## src/cursor_plane_pkg.sv

```systemverilog
// package with register map, field layout and mode decoding for the cursor plane control
package cursor_plane_pkg;
    localparam int          ADDR_W          = 20;
    localparam int          DATA_W          = 32;
    localparam int          NUM_PIPES       = 3;
    // register byte addresses, one control and one base for each pipe
    localparam logic [19:0] CTL_ONE_ADDR    = 20'h70080;
    localparam logic [19:0] CTL_TWO_ADDR    = 20'h71080;
    localparam logic [19:0] CTL_THREE_ADDR  = 20'h72080;
    localparam logic [19:0] BASE_ONE_ADDR   = 20'h70084;
    localparam logic [19:0] BASE_TWO_ADDR   = 20'h71084;
    localparam logic [19:0] BASE_THREE_ADDR = 20'h72084;
    // control field positions
    localparam int          GAMMA_BIT       = 26;
    localparam int          CSC_BIT         = 24;
    localparam int          ROTATE_BIT      = 15;
    localparam int          MODE_HI_BIT     = 5;
    localparam int          MODE_LO_MSB     = 2;
    // writable bits of the control word, everything else reads zero
    localparam logic [31:0] CTL_WMASK       = 32'h0500_8027;
    // base keeps address bits 31:12 only
    localparam logic [31:0] BASE_WMASK      = 32'hffff_f000;
    localparam logic [31:0] CTL_RESET       = 32'h0000_0000;
    localparam logic [31:0] BASE_RESET      = 32'h0000_0000;
    localparam logic [3:0]  MODE_OFF        = 4'h0;
    localparam logic [3:0]  MODE_RSVD_A     = 4'h1;
    localparam logic [3:0]  MODE_RSVD_B     = 4'h8;
    localparam logic [3:0]  MODE_RSVD_C     = 4'h9;
    localparam logic [3:0]  MODE_2BPP_LO    = 4'h4;
    localparam logic [3:0]  MODE_2BPP_HI    = 4'h6;

    // four bit mode selection from bit 5 and bits 2:0
    function automatic logic [3:0] mode_sel(input logic [31:0] ctl);
        mode_sel = {ctl[MODE_HI_BIT], ctl[MODE_LO_MSB:0]};
    endfunction

    // valid non reserved mode means the cursor is on
    function automatic logic mode_valid(input logic [3:0] m);
        mode_valid = (m != MODE_OFF) && (m != MODE_RSVD_A)
                  && (m != MODE_RSVD_B) && (m != MODE_RSVD_C);
    endfunction

    // indexed two bit per pixel formats cannot be rotated
    function automatic logic mode_2bpp(input logic [3:0] m);
        mode_2bpp = (m >= MODE_2BPP_LO) && (m <= MODE_2BPP_HI);
    endfunction
endpackage

```

## src/cursor_plane_control.sv

```systemverilog
// cursor plane control register bank for three pipes
`timescale 1ns/1ps
`default_nettype none
module cursor_plane_control
    import cursor_plane_pkg::*;
#(
    parameter int PIPES = NUM_PIPES
)
(
    input  wire logic                  clk,
    input  wire logic                  rstn,
    input  wire logic                  mmio_wr,
    input  wire logic                  mmio_rd,
    input  wire logic [ADDR_W-1:0]     mmio_addr,
    input  wire logic [DATA_W-1:0]     mmio_wdata,
    output logic      [DATA_W-1:0]     mmio_rdata,
    output logic                       mmio_rvalid,
    input  wire logic [PIPES-1:0]      vblank_start,
    input  wire logic [PIPES-1:0]      pipe_enable,
    output logic      [PIPES-1:0]      cursor_enable,
    output logic      [PIPES-1:0]      gamma_select,
    output logic      [PIPES-1:0]      color_space_conversion_bypass_select,
    output logic      [PIPES-1:0]      rotate_180,
    output logic      [PIPES*4-1:0]    cursor_mode,
    output logic      [PIPES*20-1:0]   cursor_base_address,
    output logic      [PIPES-1:0]      rotate_format_error
);
    // elaboration check: only three register sets exist in the map
    if (PIPES < 1 || PIPES > NUM_PIPES)
    begin : bad_pipes_g
        $error("PIPES must be 1 to 3");
    end

    localparam logic [19:0] CTL_ADDRS  [3] = '{CTL_ONE_ADDR, CTL_TWO_ADDR, CTL_THREE_ADDR};
    localparam logic [19:0] BASE_ADDRS [3] = '{BASE_ONE_ADDR, BASE_TWO_ADDR, BASE_THREE_ADDR};

    logic [31:0] pending  [PIPES];
    logic [31:0] active   [PIPES];
    logic [31:0] base_pnd [PIPES];
    logic [31:0] base_act [PIPES];
    logic [PIPES-1:0] ctl_hit;
    logic [PIPES-1:0] base_hit;
    logic [31:0] rd_mux   [PIPES+1];
    logic [31:0] rdata_next;

    genvar g;
    generate
        for (g = 0; g < PIPES; g++)
        begin : pipe_g
            logic [3:0] mode_a;
            // address decode for this pipe
            assign ctl_hit[g]  = (mmio_addr == CTL_ADDRS[g]);
            assign base_hit[g] = (mmio_addr == BASE_ADDRS[g]);
            assign mode_a      = mode_sel(active[g]);

            cursor_ctl_slot u_slot (
                .clk              (clk),
                .rstn             (rstn),
                .ctl_wr           (mmio_wr && ctl_hit[g]),
                .base_wr          (mmio_wr && base_hit[g]),
                .wdata            (mmio_wdata),
                .vblank_start     (vblank_start[g]),
                .pipe_enable      (pipe_enable[g]),
                .pending_reg      (pending[g]),
                .active_reg       (active[g]),
                .base_pending_reg (base_pnd[g]),
                .base_active_reg  (base_act[g]),
                .armed_reg        ()
            );

            // read data: pending copy is what software sees
            assign rd_mux[g+1] = rd_mux[g]
                               | (ctl_hit[g]  ? pending[g]  : 32'h0000_0000)
                               | (base_hit[g] ? base_pnd[g] : 32'h0000_0000);

            // decoded plane controls from the active copy
            always_ff @(posedge clk or negedge rstn)
            begin
                if (!rstn)
                begin
                    cursor_enable[g]                        <= 1'b0;
                    gamma_select[g]                         <= 1'b0;
                    color_space_conversion_bypass_select[g] <= 1'b0;
                    rotate_180[g]                           <= 1'b0;
                    cursor_mode[g*4 +: 4]                   <= MODE_OFF;
                    cursor_base_address[g*20 +: 20]         <= 20'h00000;
                    rotate_format_error[g]                  <= 1'b0;
                end
                else
                begin
                    cursor_enable[g]                        <= mode_valid(mode_a);
                    gamma_select[g]                         <= active[g][GAMMA_BIT];
                    color_space_conversion_bypass_select[g] <= active[g][CSC_BIT];
                    rotate_180[g]                           <= active[g][ROTATE_BIT];
                    cursor_mode[g*4 +: 4]                   <= mode_a;
                    cursor_base_address[g*20 +: 20]         <= base_act[g][31:12];
                    rotate_format_error[g]                  <= active[g][ROTATE_BIT]
                                                               && mode_2bpp(mode_a);
                end
            end
        end
    endgenerate

    assign rd_mux[0]  = 32'h0000_0000;
    assign rdata_next = mmio_rd ? rd_mux[PIPES] : 32'h0000_0000;

    // registered read answer one cycle after the request
    always_ff @(posedge clk or negedge rstn)
    begin
        if (!rstn)
        begin
            mmio_rdata  <= 32'h0000_0000;
            mmio_rvalid <= 1'b0;
        end
        else
        begin
            mmio_rdata  <= rdata_next;
            mmio_rvalid <= mmio_rd;
        end
    end
endmodule
`default_nettype wire

```

## src/cursor_ctl_slot.sv

```systemverilog
// one pipe's pending and active cursor control copies with arming
`timescale 1ns/1ps
`default_nettype none
module cursor_ctl_slot
    import cursor_plane_pkg::*;
(
    input  wire logic        clk,
    input  wire logic        rstn,
    input  wire logic        ctl_wr,
    input  wire logic        base_wr,
    input  wire logic [31:0] wdata,
    input  wire logic        vblank_start,
    input  wire logic        pipe_enable,
    output logic      [31:0] pending_reg,
    output logic      [31:0] active_reg,
    output logic      [31:0] base_pending_reg,
    output logic      [31:0] base_active_reg,
    output logic             armed_reg
);
    logic [31:0] pending_next;
    logic [31:0] base_pending_next;
    logic        cursor_off;
    logic        update_point;
    logic        commit;
    logic        armed_next;

    // update point: vblank, pipe off, or cursor not enabled
    assign cursor_off        = !mode_valid(mode_sel(active_reg));
    assign update_point      = vblank_start || !pipe_enable || cursor_off;
    assign commit            = (armed_reg || base_wr) && update_point;
    assign pending_next      = ctl_wr ? (wdata & CTL_WMASK) : pending_reg;
    assign base_pending_next = base_wr ? (wdata & BASE_WMASK) : base_pending_reg;
    // a base write at an update point commits in that same edge and leaves the arm flag clear
    assign armed_next        = base_wr ? !update_point : (armed_reg && !commit);

    // pending copies and arm flag
    always_ff @(posedge clk or negedge rstn)
    begin
        if (!rstn)
        begin
            pending_reg      <= CTL_RESET;
            base_pending_reg <= BASE_RESET;
            armed_reg        <= 1'b0;
        end
        else
        begin
            pending_reg      <= pending_next;
            base_pending_reg <= base_pending_next;
            armed_reg        <= armed_next;
        end
    end

    // control and base move to active together in one edge
    always_ff @(posedge clk or negedge rstn)
    begin
        if (!rstn)
        begin
            active_reg      <= CTL_RESET;
            base_active_reg <= BASE_RESET;
        end
        else if (commit)
        begin
            active_reg      <= pending_next;
            base_active_reg <= base_pending_next;
        end
    end
endmodule
`default_nettype wire

```

## config.mk

```make
export PLATFORM = sky130hd
export DESIGN_NAME = cursor_plane_control
export DESIGN_NICKNAME = d
export VERILOG_FILES = /design/src/cursor_plane_pkg.sv /design/src/cursor_plane_control.sv /design/src/cursor_ctl_slot.sv
export SDC_FILE = /design/constraint.sdc
export NUM_CORES = 1
export LEC_CHECK = 0
export ABC_AREA = 1
export BUFFER_PORTS_ARGS = -buffer_cell sky130_fd_sc_hd__clkbuf_2
export CORE_AREA = 5 5 200 202
export CTS_BUF_LIST = sky130_fd_sc_hd__clkbuf_8 sky130_fd_sc_hd__clkbuf_16
export CTS_CLUSTER_DIAMETER = 30
export DETAILED_ROUTE_END_ITERATION = 8
export DIE_AREA = 0 0 205 207
export PLACE_DENSITY = 0.73
export SLEW_MARGIN = 20
export SYNTH_ARGS = -nofsm -noshare
export SYNTH_HDL_FRONTEND = slang
export SYNTH_HIERARCHICAL = 1
export SYNTH_SLANG_ARGS = --single-unit
```

## constraint.sdc

```tcl
create_clock -name clk -period 1.4 [get_ports clk]
set_input_delay 0.28 -clock clk [delete_from_list [all_inputs] [get_ports clk]]
set_output_delay 0.28 -clock clk [all_outputs]
set_load 0.02 [all_outputs]
```

==> reports/results.tsv, run 1 <==
stage	metric	value	unit
status	status	finished, violations left	
status	violations	negative setup slack	
job	maxCapViolCount	0	
critical_path	slowest_delay	0.42	ns
detailed_routing	via_count	13380	
logic_synthesis	syn_avg_cell_area	9.318	µm²
clocking	clk_pin_slew	0.05	ns
timing	hold_viol_final	0	
timing	maxSlewViolCount	0	
floorplanning	die_height	207	µm
critical_path	worstSetupPathType	flip-flop to output port	
detailed_routing	drc	0	
detailed_routing	met3_length	5.254	mm
detailed_routing	wl_met2	23.19	mm
power	pwr-share-clk	61.0	%
timing	worst_pin_slew	0.5879	ns
finish	synthToLayoutAreaGrowth	36.66	%
global_routing	antenna_found_initial	1	
clocking	clock-root-buffer	clkbuf_16	
floorplanning	core	38110	µm²
logic_synthesis	synth_area	16020	µm²
critical_path	required	1.12	ns
logic_synthesis	syn_nets	1781	
critical_path	crit_cells	1	
floorplanning	start_util	42.03	%
detailed_routing	met1Wirelength	19.59	mm
place	place_congestion	0.9432	
critical_path	path_cells	buf_6	
clocking	cts_tree	done	
clocking	ctsHtreeMaxLevel	3	
power	pwr-share-comb	2.1	%
power	intPower	23.88	mW
critical_path	crit_path_end_kind	output port	
timing	slew-limit-headroom	60.76	%
power	power.net_switching	7.254	mW
detailed_routing	vias_per_cell	5.269	
floorplanning	die_area	42440	µm²
finish	final_nets	2019	
power	powerDensity	1422	nW/µm²
place	dp_hpwl	32.50	mm
place	io_buffers	173	
logic_synthesis	syn_inst	1719	
floorplanning	fp.dieW	205	µm
power	switching_share	23.30	%
critical_path	start_kind	flip-flop	
detailed_routing	ant_nets	0	
detailed_routing	drt_first_pass_iters	5	
global_routing	grt_max_degree	68	
finish	diodes	0	
floorplanning	boundaryPins	182	
global_routing	grt_pass1_vias	13280	
critical_path	endpoint	mmio_rdata[24]	
hold_path	hold_class	input port to flip-flop	
power	p_leak	11.56	nW
finish	drive_above_1_share	27.81	%
power	pwr-share-seq	36.8	%
clocking	cts.sinks	396	
power	power	31.13	mW
floorplanning	row_count	72	
detailed_routing	first_iter_violations	1433	
critical_path	ff2ff_setup_slack	0.07	ns
timing	fin_crit	1.472	ns
critical_path	slowest_stage	dfrtp_1	
critical_path	reg2reg_to	pipe_g[2].u_slot/base_active_reg[22]	
timing	layout_setup_ws	-0.07238	ns
global_routing	overflow	0	
clocking	cts_made_buffers	79	
critical_path	r2r_cells	6	
clocking	insertion_delay	0.61	ns
critical_path	worstReg2RegStart	pipe_g[2].u_slot/active_reg[1]	
place	placed_area	17930	µm²
detailed_routing	wire_per_inst	19.77	µm
timing	max_freq	679.2	MHz
critical_path	arrival	1.19	ns
finish	final_core_util	57.44	%
timing	fin_crit_sh	105.2	%
global_routing	grt_use_total	22.54	%
critical_path	crit_start	mmio_rdata[24]	
critical_path	critPathTopFamily	flip-flops	
clocking	clockBufferDepth	3	
detailed_routing	drt_wl_total	50.21	mm
global_routing	grt_pass1_wl	75.37	mm
timing	finClkSkew	0.03164	ns
finish	stdcell_area	21890	µm²
power	peakVddDrop	0.9642	mV
detailed_routing	routed.top_layer	met4	
logic_synthesis	yosysWarnings	6	
critical_path	cp_num_buf_inv	1	
hold_path	whs_path_depth	3	
critical_path	path_max_fanout	1	
timing	rsz0062_at_grt	yes	
timing	setup_viol	28	
routing by layer:
metal	up-vias	global-route usage, %
li1	5910	-
met1	6538	29.93
met2	754	34.78
met3	175	6.881
met4	0	8.963
met5	-	0
through the flow:
stage / TNS (ns) / cells / setup WS, ns / hold WS, ns
finish: -0.4791 / 2539 / -0.07238 / 0.03849
global route: -2.659 / 2539 / -0.09843 / 0.04729
CTS: -2.071 / 2527 / -0.09463 / 0.01351
detailed placement: -125.08 / 2372 / -0.6456 / 0.1786
global placement: -121.17 / 2372 / -0.6083 / 0.1828
floorplan: -27.72 / 1719 / -0.2555 / -0.01559
final cells by class:
| cell class | count | area (µm²) |
|---|---|---|
| Multi-Input combinational cell | 983 | 4920 |
| Fill cell | 2996 | 16220 |
| Clock inverter | 60 | 676.9 |
| Clock buffer | 85 | 2071 |
| Tap cell | 518 | 648.1 |
| Timing Repair Buffer | 294 | 2878 |
| Sequential cell | 396 | 9910 |
| Inverter | 203 | 787.0 |
worst min path at each step:
stage	from	endpoint	slack, ns
after global routing	mmio_wdata[27]	pipe_g[1].u_slot/base_pending_reg[27]	0.05
after detailed placement	rstn	cursor_enable[1]	0.18
final	mmio_wdata[13]	pipe_g[2].u_slot/base_pending_reg[13]	0.04
after CTS	mmio_wdata[13]	pipe_g[2].u_slot/base_pending_reg[13]	0.01
after floorplan	rstn	color_space_conversion_bypass_select[0]	-0.02
after global placement	rstn	cursor_enable[1]	0.18
worst register-to-register path: stages (launching register included):
cell     delay, ns
dfrtp_1       0.46
inv_1         0.09
nand2_1       0.09
nand2_4       0.16
buf_6         0.22
nand3_1       0.13
nand2_1       0.10
power by group through the flow:
stage | sequential (mW) | combinational [mW] | clock (mW)
2_1_floorplan | 11.7 | 0.0940 | 0
3_3_place_gp | 11.7 | 0.621 | 0
3_5_place_dp | 11.7 | 0.628 | 0
4_1_cts | 11.5 | 0.657 | 19.1
5_1_grt | 11.5 | 0.730 | 19.8
6_report | 11.5 | 0.664 | 19.0
placed cells by master (no fill, tap or decap), types with 2 or more instances in the layout:
master         instances
a211oi_1               3
a21oi_1               29
a21oi_2                6
buf_12                26
buf_2                  5
buf_4                 72
buf_6                101
buf_8                  7
bufinv_16              7
clkbuf_16             82
clkbuf_2              66
clkbuf_8              10
clkinv_16              3
clkinv_2               9
clkinv_4               6
clkinvlp_4            17
dfrtp_1              396
dlygate4sd3_1         10
inv_1                199
inv_2                  3
inv_4                  2
inv_6                 15
nand2_1              438
nand2_2               46
nand2_4                5
nand2_8                5
nand3_1               41
nand3_2               46
nand4_1              160
nor2_1               151
nor2_2                 2
nor2_4                15
o21ai_0                7
o21ai_1               25
or2_2                  3
timing repair:
item	4_1_cts	5_1_grt
cloned	0	4
pin swaps	0	27
setup endpoints to repair	125	196
gates resized for setup	21	371
hold buffers	10	0
endpoints found under the hold margin	291	0
setup buffers	0	8
(Power assumes the default switching activity.)
==> inputs of run 2 (changes only) <==
--- a/config.mk
+++ b/config.mk
@@ -7,14 +7,13 @@
 export LEC_CHECK = 0
 export ABC_AREA = 1
 export BUFFER_PORTS_ARGS = -buffer_cell sky130_fd_sc_hd__clkbuf_2
-export CORE_AREA = 5 5 200 202
+export CORE_AREA = 5 5 172 174
 export CTS_BUF_LIST = sky130_fd_sc_hd__clkbuf_8 sky130_fd_sc_hd__clkbuf_16
 export CTS_CLUSTER_DIAMETER = 30
 export DETAILED_ROUTE_END_ITERATION = 8
-export DIE_AREA = 0 0 205 207
-export PLACE_DENSITY = 0.73
+export DIE_AREA = 0 0 177 179
+export PLACE_DENSITY = 0.74
 export SLEW_MARGIN = 20
 export SYNTH_ARGS = -nofsm -noshare
 export SYNTH_HDL_FRONTEND = slang
-export SYNTH_HIERARCHICAL = 1
 export SYNTH_SLANG_ARGS = --single-unit
==> run 2 against run 1 <==
The run still ends with negative setup slack left. Clock power fell by 13%. Synthesized cell count down 8.0%. Sequential cell count shrank 15. Combinational power decreased by 6.2%. Critical path type unchanged. Routed wire length shrank 16%. Die area is 25% lower. Count of clock-buffer cells in the layout decreased by 7. Critical path depth unchanged. Via count fell by 10%. Area after synthesis down 7.6%. Largest cell class unchanged. Clock skew about the same. First-iteration DRC count shrank 27%.
==> reports/results.tsv, run 2 <==
stage	metric	value	unit	change
status	status	finished, violations left		
status	violations	negative setup slack		
timing	maxSlewViolCount	0		unchanged
critical_path	arrival	1.14	ns	-0.05 ns
timing	max_freq	706.2	MHz	+4.0%
finish	layout_common_cells	nand2_1, dfrtp_1, inv_1		
detailed_routing	via_count	12050		-10%
floorplanning	boundaryPins	182		unchanged
finish	diodes	0		unchanged
critical_path	cp_num_buf_inv	1		unchanged
global_routing	grt_max_degree	66		-2.9%
power	peakVddDrop	1.292	mV	+34%
global_routing	grt_pass1_vias	12530		-5.7%
critical_path	start_kind	flip-flop		
floorplanning	core	27630	µm²	-27%
logic_synthesis	ys_ff_latch	381		
place	dp_hpwl	28.02	mm	-14%
floorplanning	row_count	61		-15%
detailed_routing	wire_per_inst	18.56	µm	-6.1%
global_routing	grt_busiest_layer	met2		
logic_synthesis	yosysUniqueCellTypes	30		
finish	synthToLayoutAreaGrowth	33.46	%	
place	placedCellCount	2148		-9.4%
critical_path	crit_path_end_kind	output port		
logic_synthesis	syn_nets	1643		-7.7%
floorplanning	start_util	53.55	%	+12 points
finish	final_nets	1906		-5.6%
detailed_routing	ant_nets	0		unchanged
global_routing	overflow	0		unchanged
logic_synthesis	synth_top_area_cell	dfrtp_1		
logic_synthesis	yosysWarnings	0		-6
timing	fin_crit_sh	101.1	%	-4.0 points
clocking	clock-root-buffer	clkbuf_16		
timing	slew-limit-headroom	71.23	%	+10 points
detailed_routing	drc	0		unchanged
global_routing	gr-usage-met3	5.841	%	-1.0 points
finish	final_core_util	71.46	%	+14 points
floorplanning	fp.dieW	177	µm	-14%
floorplanning	die_area	31680	µm²	-25%
critical_path	slowest_delay	0.42	ns	about the same
detailed_routing	drt_first_pass_iters	7		+2
clocking	cts_tree	done		
critical_path	critPathTopFamily	flip-flops		
critical_path	worstSetupPathType	flip-flop to output port		
critical_path	slowest_stage	dfrtp_1		
global_routing	met2_usage	44.22	%	+9.4 points
timing	fin_crit	1.416	ns	-0.05632 ns
logic_synthesis	synthFlopType	dfrtp_1		
timing	hold_viol_final	0		unchanged
logic_synthesis	yosys-top-cells-count	nand2_1, dfrtp_1, inv_1		
logic_synthesis	async_reset_ff_share	100.0	%	
place	io_buffers	173		unchanged
timing	finClkSkew	0.03127	ns	-0.0003747 ns
logic_synthesis	yosysTopAreaCellShare	64.45	%	
clocking	cts.sinks	381		-3.8%
clocking	clk_pin_slew	0.06	ns	about the same
floorplanning	die_height	179	µm	-14%
logic_synthesis	synth-edff-count	0		
timing	layout_setup_ws	-0.01606	ns	+0.05632 ns
finish	fin_cells	2272		-11%
critical_path	path_cells	buf_6		
timing	setup_viol	5		-82%
logic_synthesis	ys_seq_area_share	64.45	%	
detailed_routing	drt_wl_total	42.18	mm	-16%
global_routing	antenna_found_initial	0		-1
timing	worst_pin_slew	0.4270	ns	-0.1609 ns
logic_synthesis	synth.most_common_cell	nand2_1		
logic_synthesis	synthTopCellsByArea	dfrtp_1, nand2_1, nand4_1		
power	p_leak	10.97	nW	-5.0%
job	maxCapViolCount	0		unchanged
detailed_routing	vias_per_cell	5.301		+0.62%
detailed_routing	first_iter_violations	1049		-27%
clocking	clockBufferDepth	3		unchanged
global_routing	grt_use_total	27.16	%	+4.6 points
logic_synthesis	synth_area	14790	µm²	-7.6%
clocking	insertion_delay	0.58	ns	-0.03 ns
critical_path	path_max_fanout	1		unchanged
clocking	cts_made_buffers	70		-11%
logic_synthesis	syn_avg_cell_area	9.357	µm²	+0.42%
power	power	28.31	mW	-9.1%
hold_path	hold_class	input port to flip-flop		
power	powerDensity	1434	nW/µm²	+0.80%
clocking	ctsHtreeMaxLevel	3		unchanged
logic_synthesis	syn_inst	1581		-8.0%
timing	fin_setup_tns	-0.04795	ns	+0.4311 ns
timing	rsz0062_at_grt	yes		
critical_path	required	1.12	ns	about the same
global_routing	grt_pass1_wl	67.79	mm	-10%
finish	drive_above_1_share	22.70	%	-5.1 points
finish	largest_reg_flops	96		
place	place_congestion	0.8755		-7.2%
global_routing	grt_util_met1	35.95	%	+6.0 points
finish	final_common_cell	nand2_1		
## run 2: metrics by stage
step | cell area, µm² | setup slack, ns | hold WS [ns]
global placement | 17030 | -0.4721 | 0.1522
floorplan | 15080 | -0.04629 | -0.01559
finish | 19740 | -0.01606 | 0.02120
detailed placement | 17030 | -0.4912 | 0.1528
global route | 19740 | -0.04002 | 0.02817
CTS | 19450 | -0.02994 | 0.002530
## run 2: worst paths after layout
check                           slack, ns  cells after the start                                 start                                    end
worst max-delay path                -0.02                      1                        mmio_rdata[25]                         mmio_rdata[25]
worst min-delay path                 0.02                      3                        mmio_wdata[29]  pipe_g[2].u_slot.base_pending_reg[29]
worst max register to register       0.12                      7        pipe_g[0].u_slot.active_reg[2]         pipe_g[0].u_slot.active_reg[0]
worst min register to register       0.37                      0  pipe_g[0].u_slot.base_active_reg[29]                cursor_base_address[17]
max in group asynchronous            0.52                      4                                  rstn   pipe_g[2].u_slot.base_active_reg[30]
min in group asynchronous            0.18                      2                                  rstn   pipe_g[1].u_slot.base_pending_reg[7]
## run 2: layout make-up
| class | count | area, µm² |
|---|---|---|
| Clock buffer | 78 | 1862 |
| Clock inverter | 44 | 538.0 |
| Fill cell | 1958 | 7885 |
| Inverter | 182 | 714.4 |
| Multi-Input combinational cell | 929 | 4290 |
| Sequential cell | 381 | 9534 |
| Tap cell | 378 | 473.0 |
| Timing Repair Buffer | 280 | 2332 |
## run 2: kinds of logic after synthesis
| group | share of synthesized area, % |
|---|---|
| and+or+nand+nor | 24.93 |
| DFF | 64.45 |
| buffers and inverters | 7.519 |
| AOI/OAI and AO/OA | 3.104 |
## run 2: power by group
| group | internal (mW) | total (mW) | switching [mW] |
|---|---|---|---|
| clock network | 10.7 | 16.6 | 5.98 |
| registers | 11.0 | 11.0 | 0.000416 |
| logic | 0.170 | 0.623 | 0.453 |
## run 2: routing by layer
layer / routed length [µm] / part of all wire, % / vias up
li1: - / - / 5534
met1: 17130 / 41 / 5859
met2: 20270 / 48 / 535
met3: 3099 / 7.3 / 117
met4: 1670 / 4.0 / 0
met5: 0 / 0 / -
## run 2: what timing repair did
item / 4_1_cts / 5_1_grt
resized for setup: 1 / 140
setup endpoints to repair: 51 / 71
hold buffers: 2 / 0
endpoints found under the hold margin: 304 / 0
buffers inserted: 0 / 0
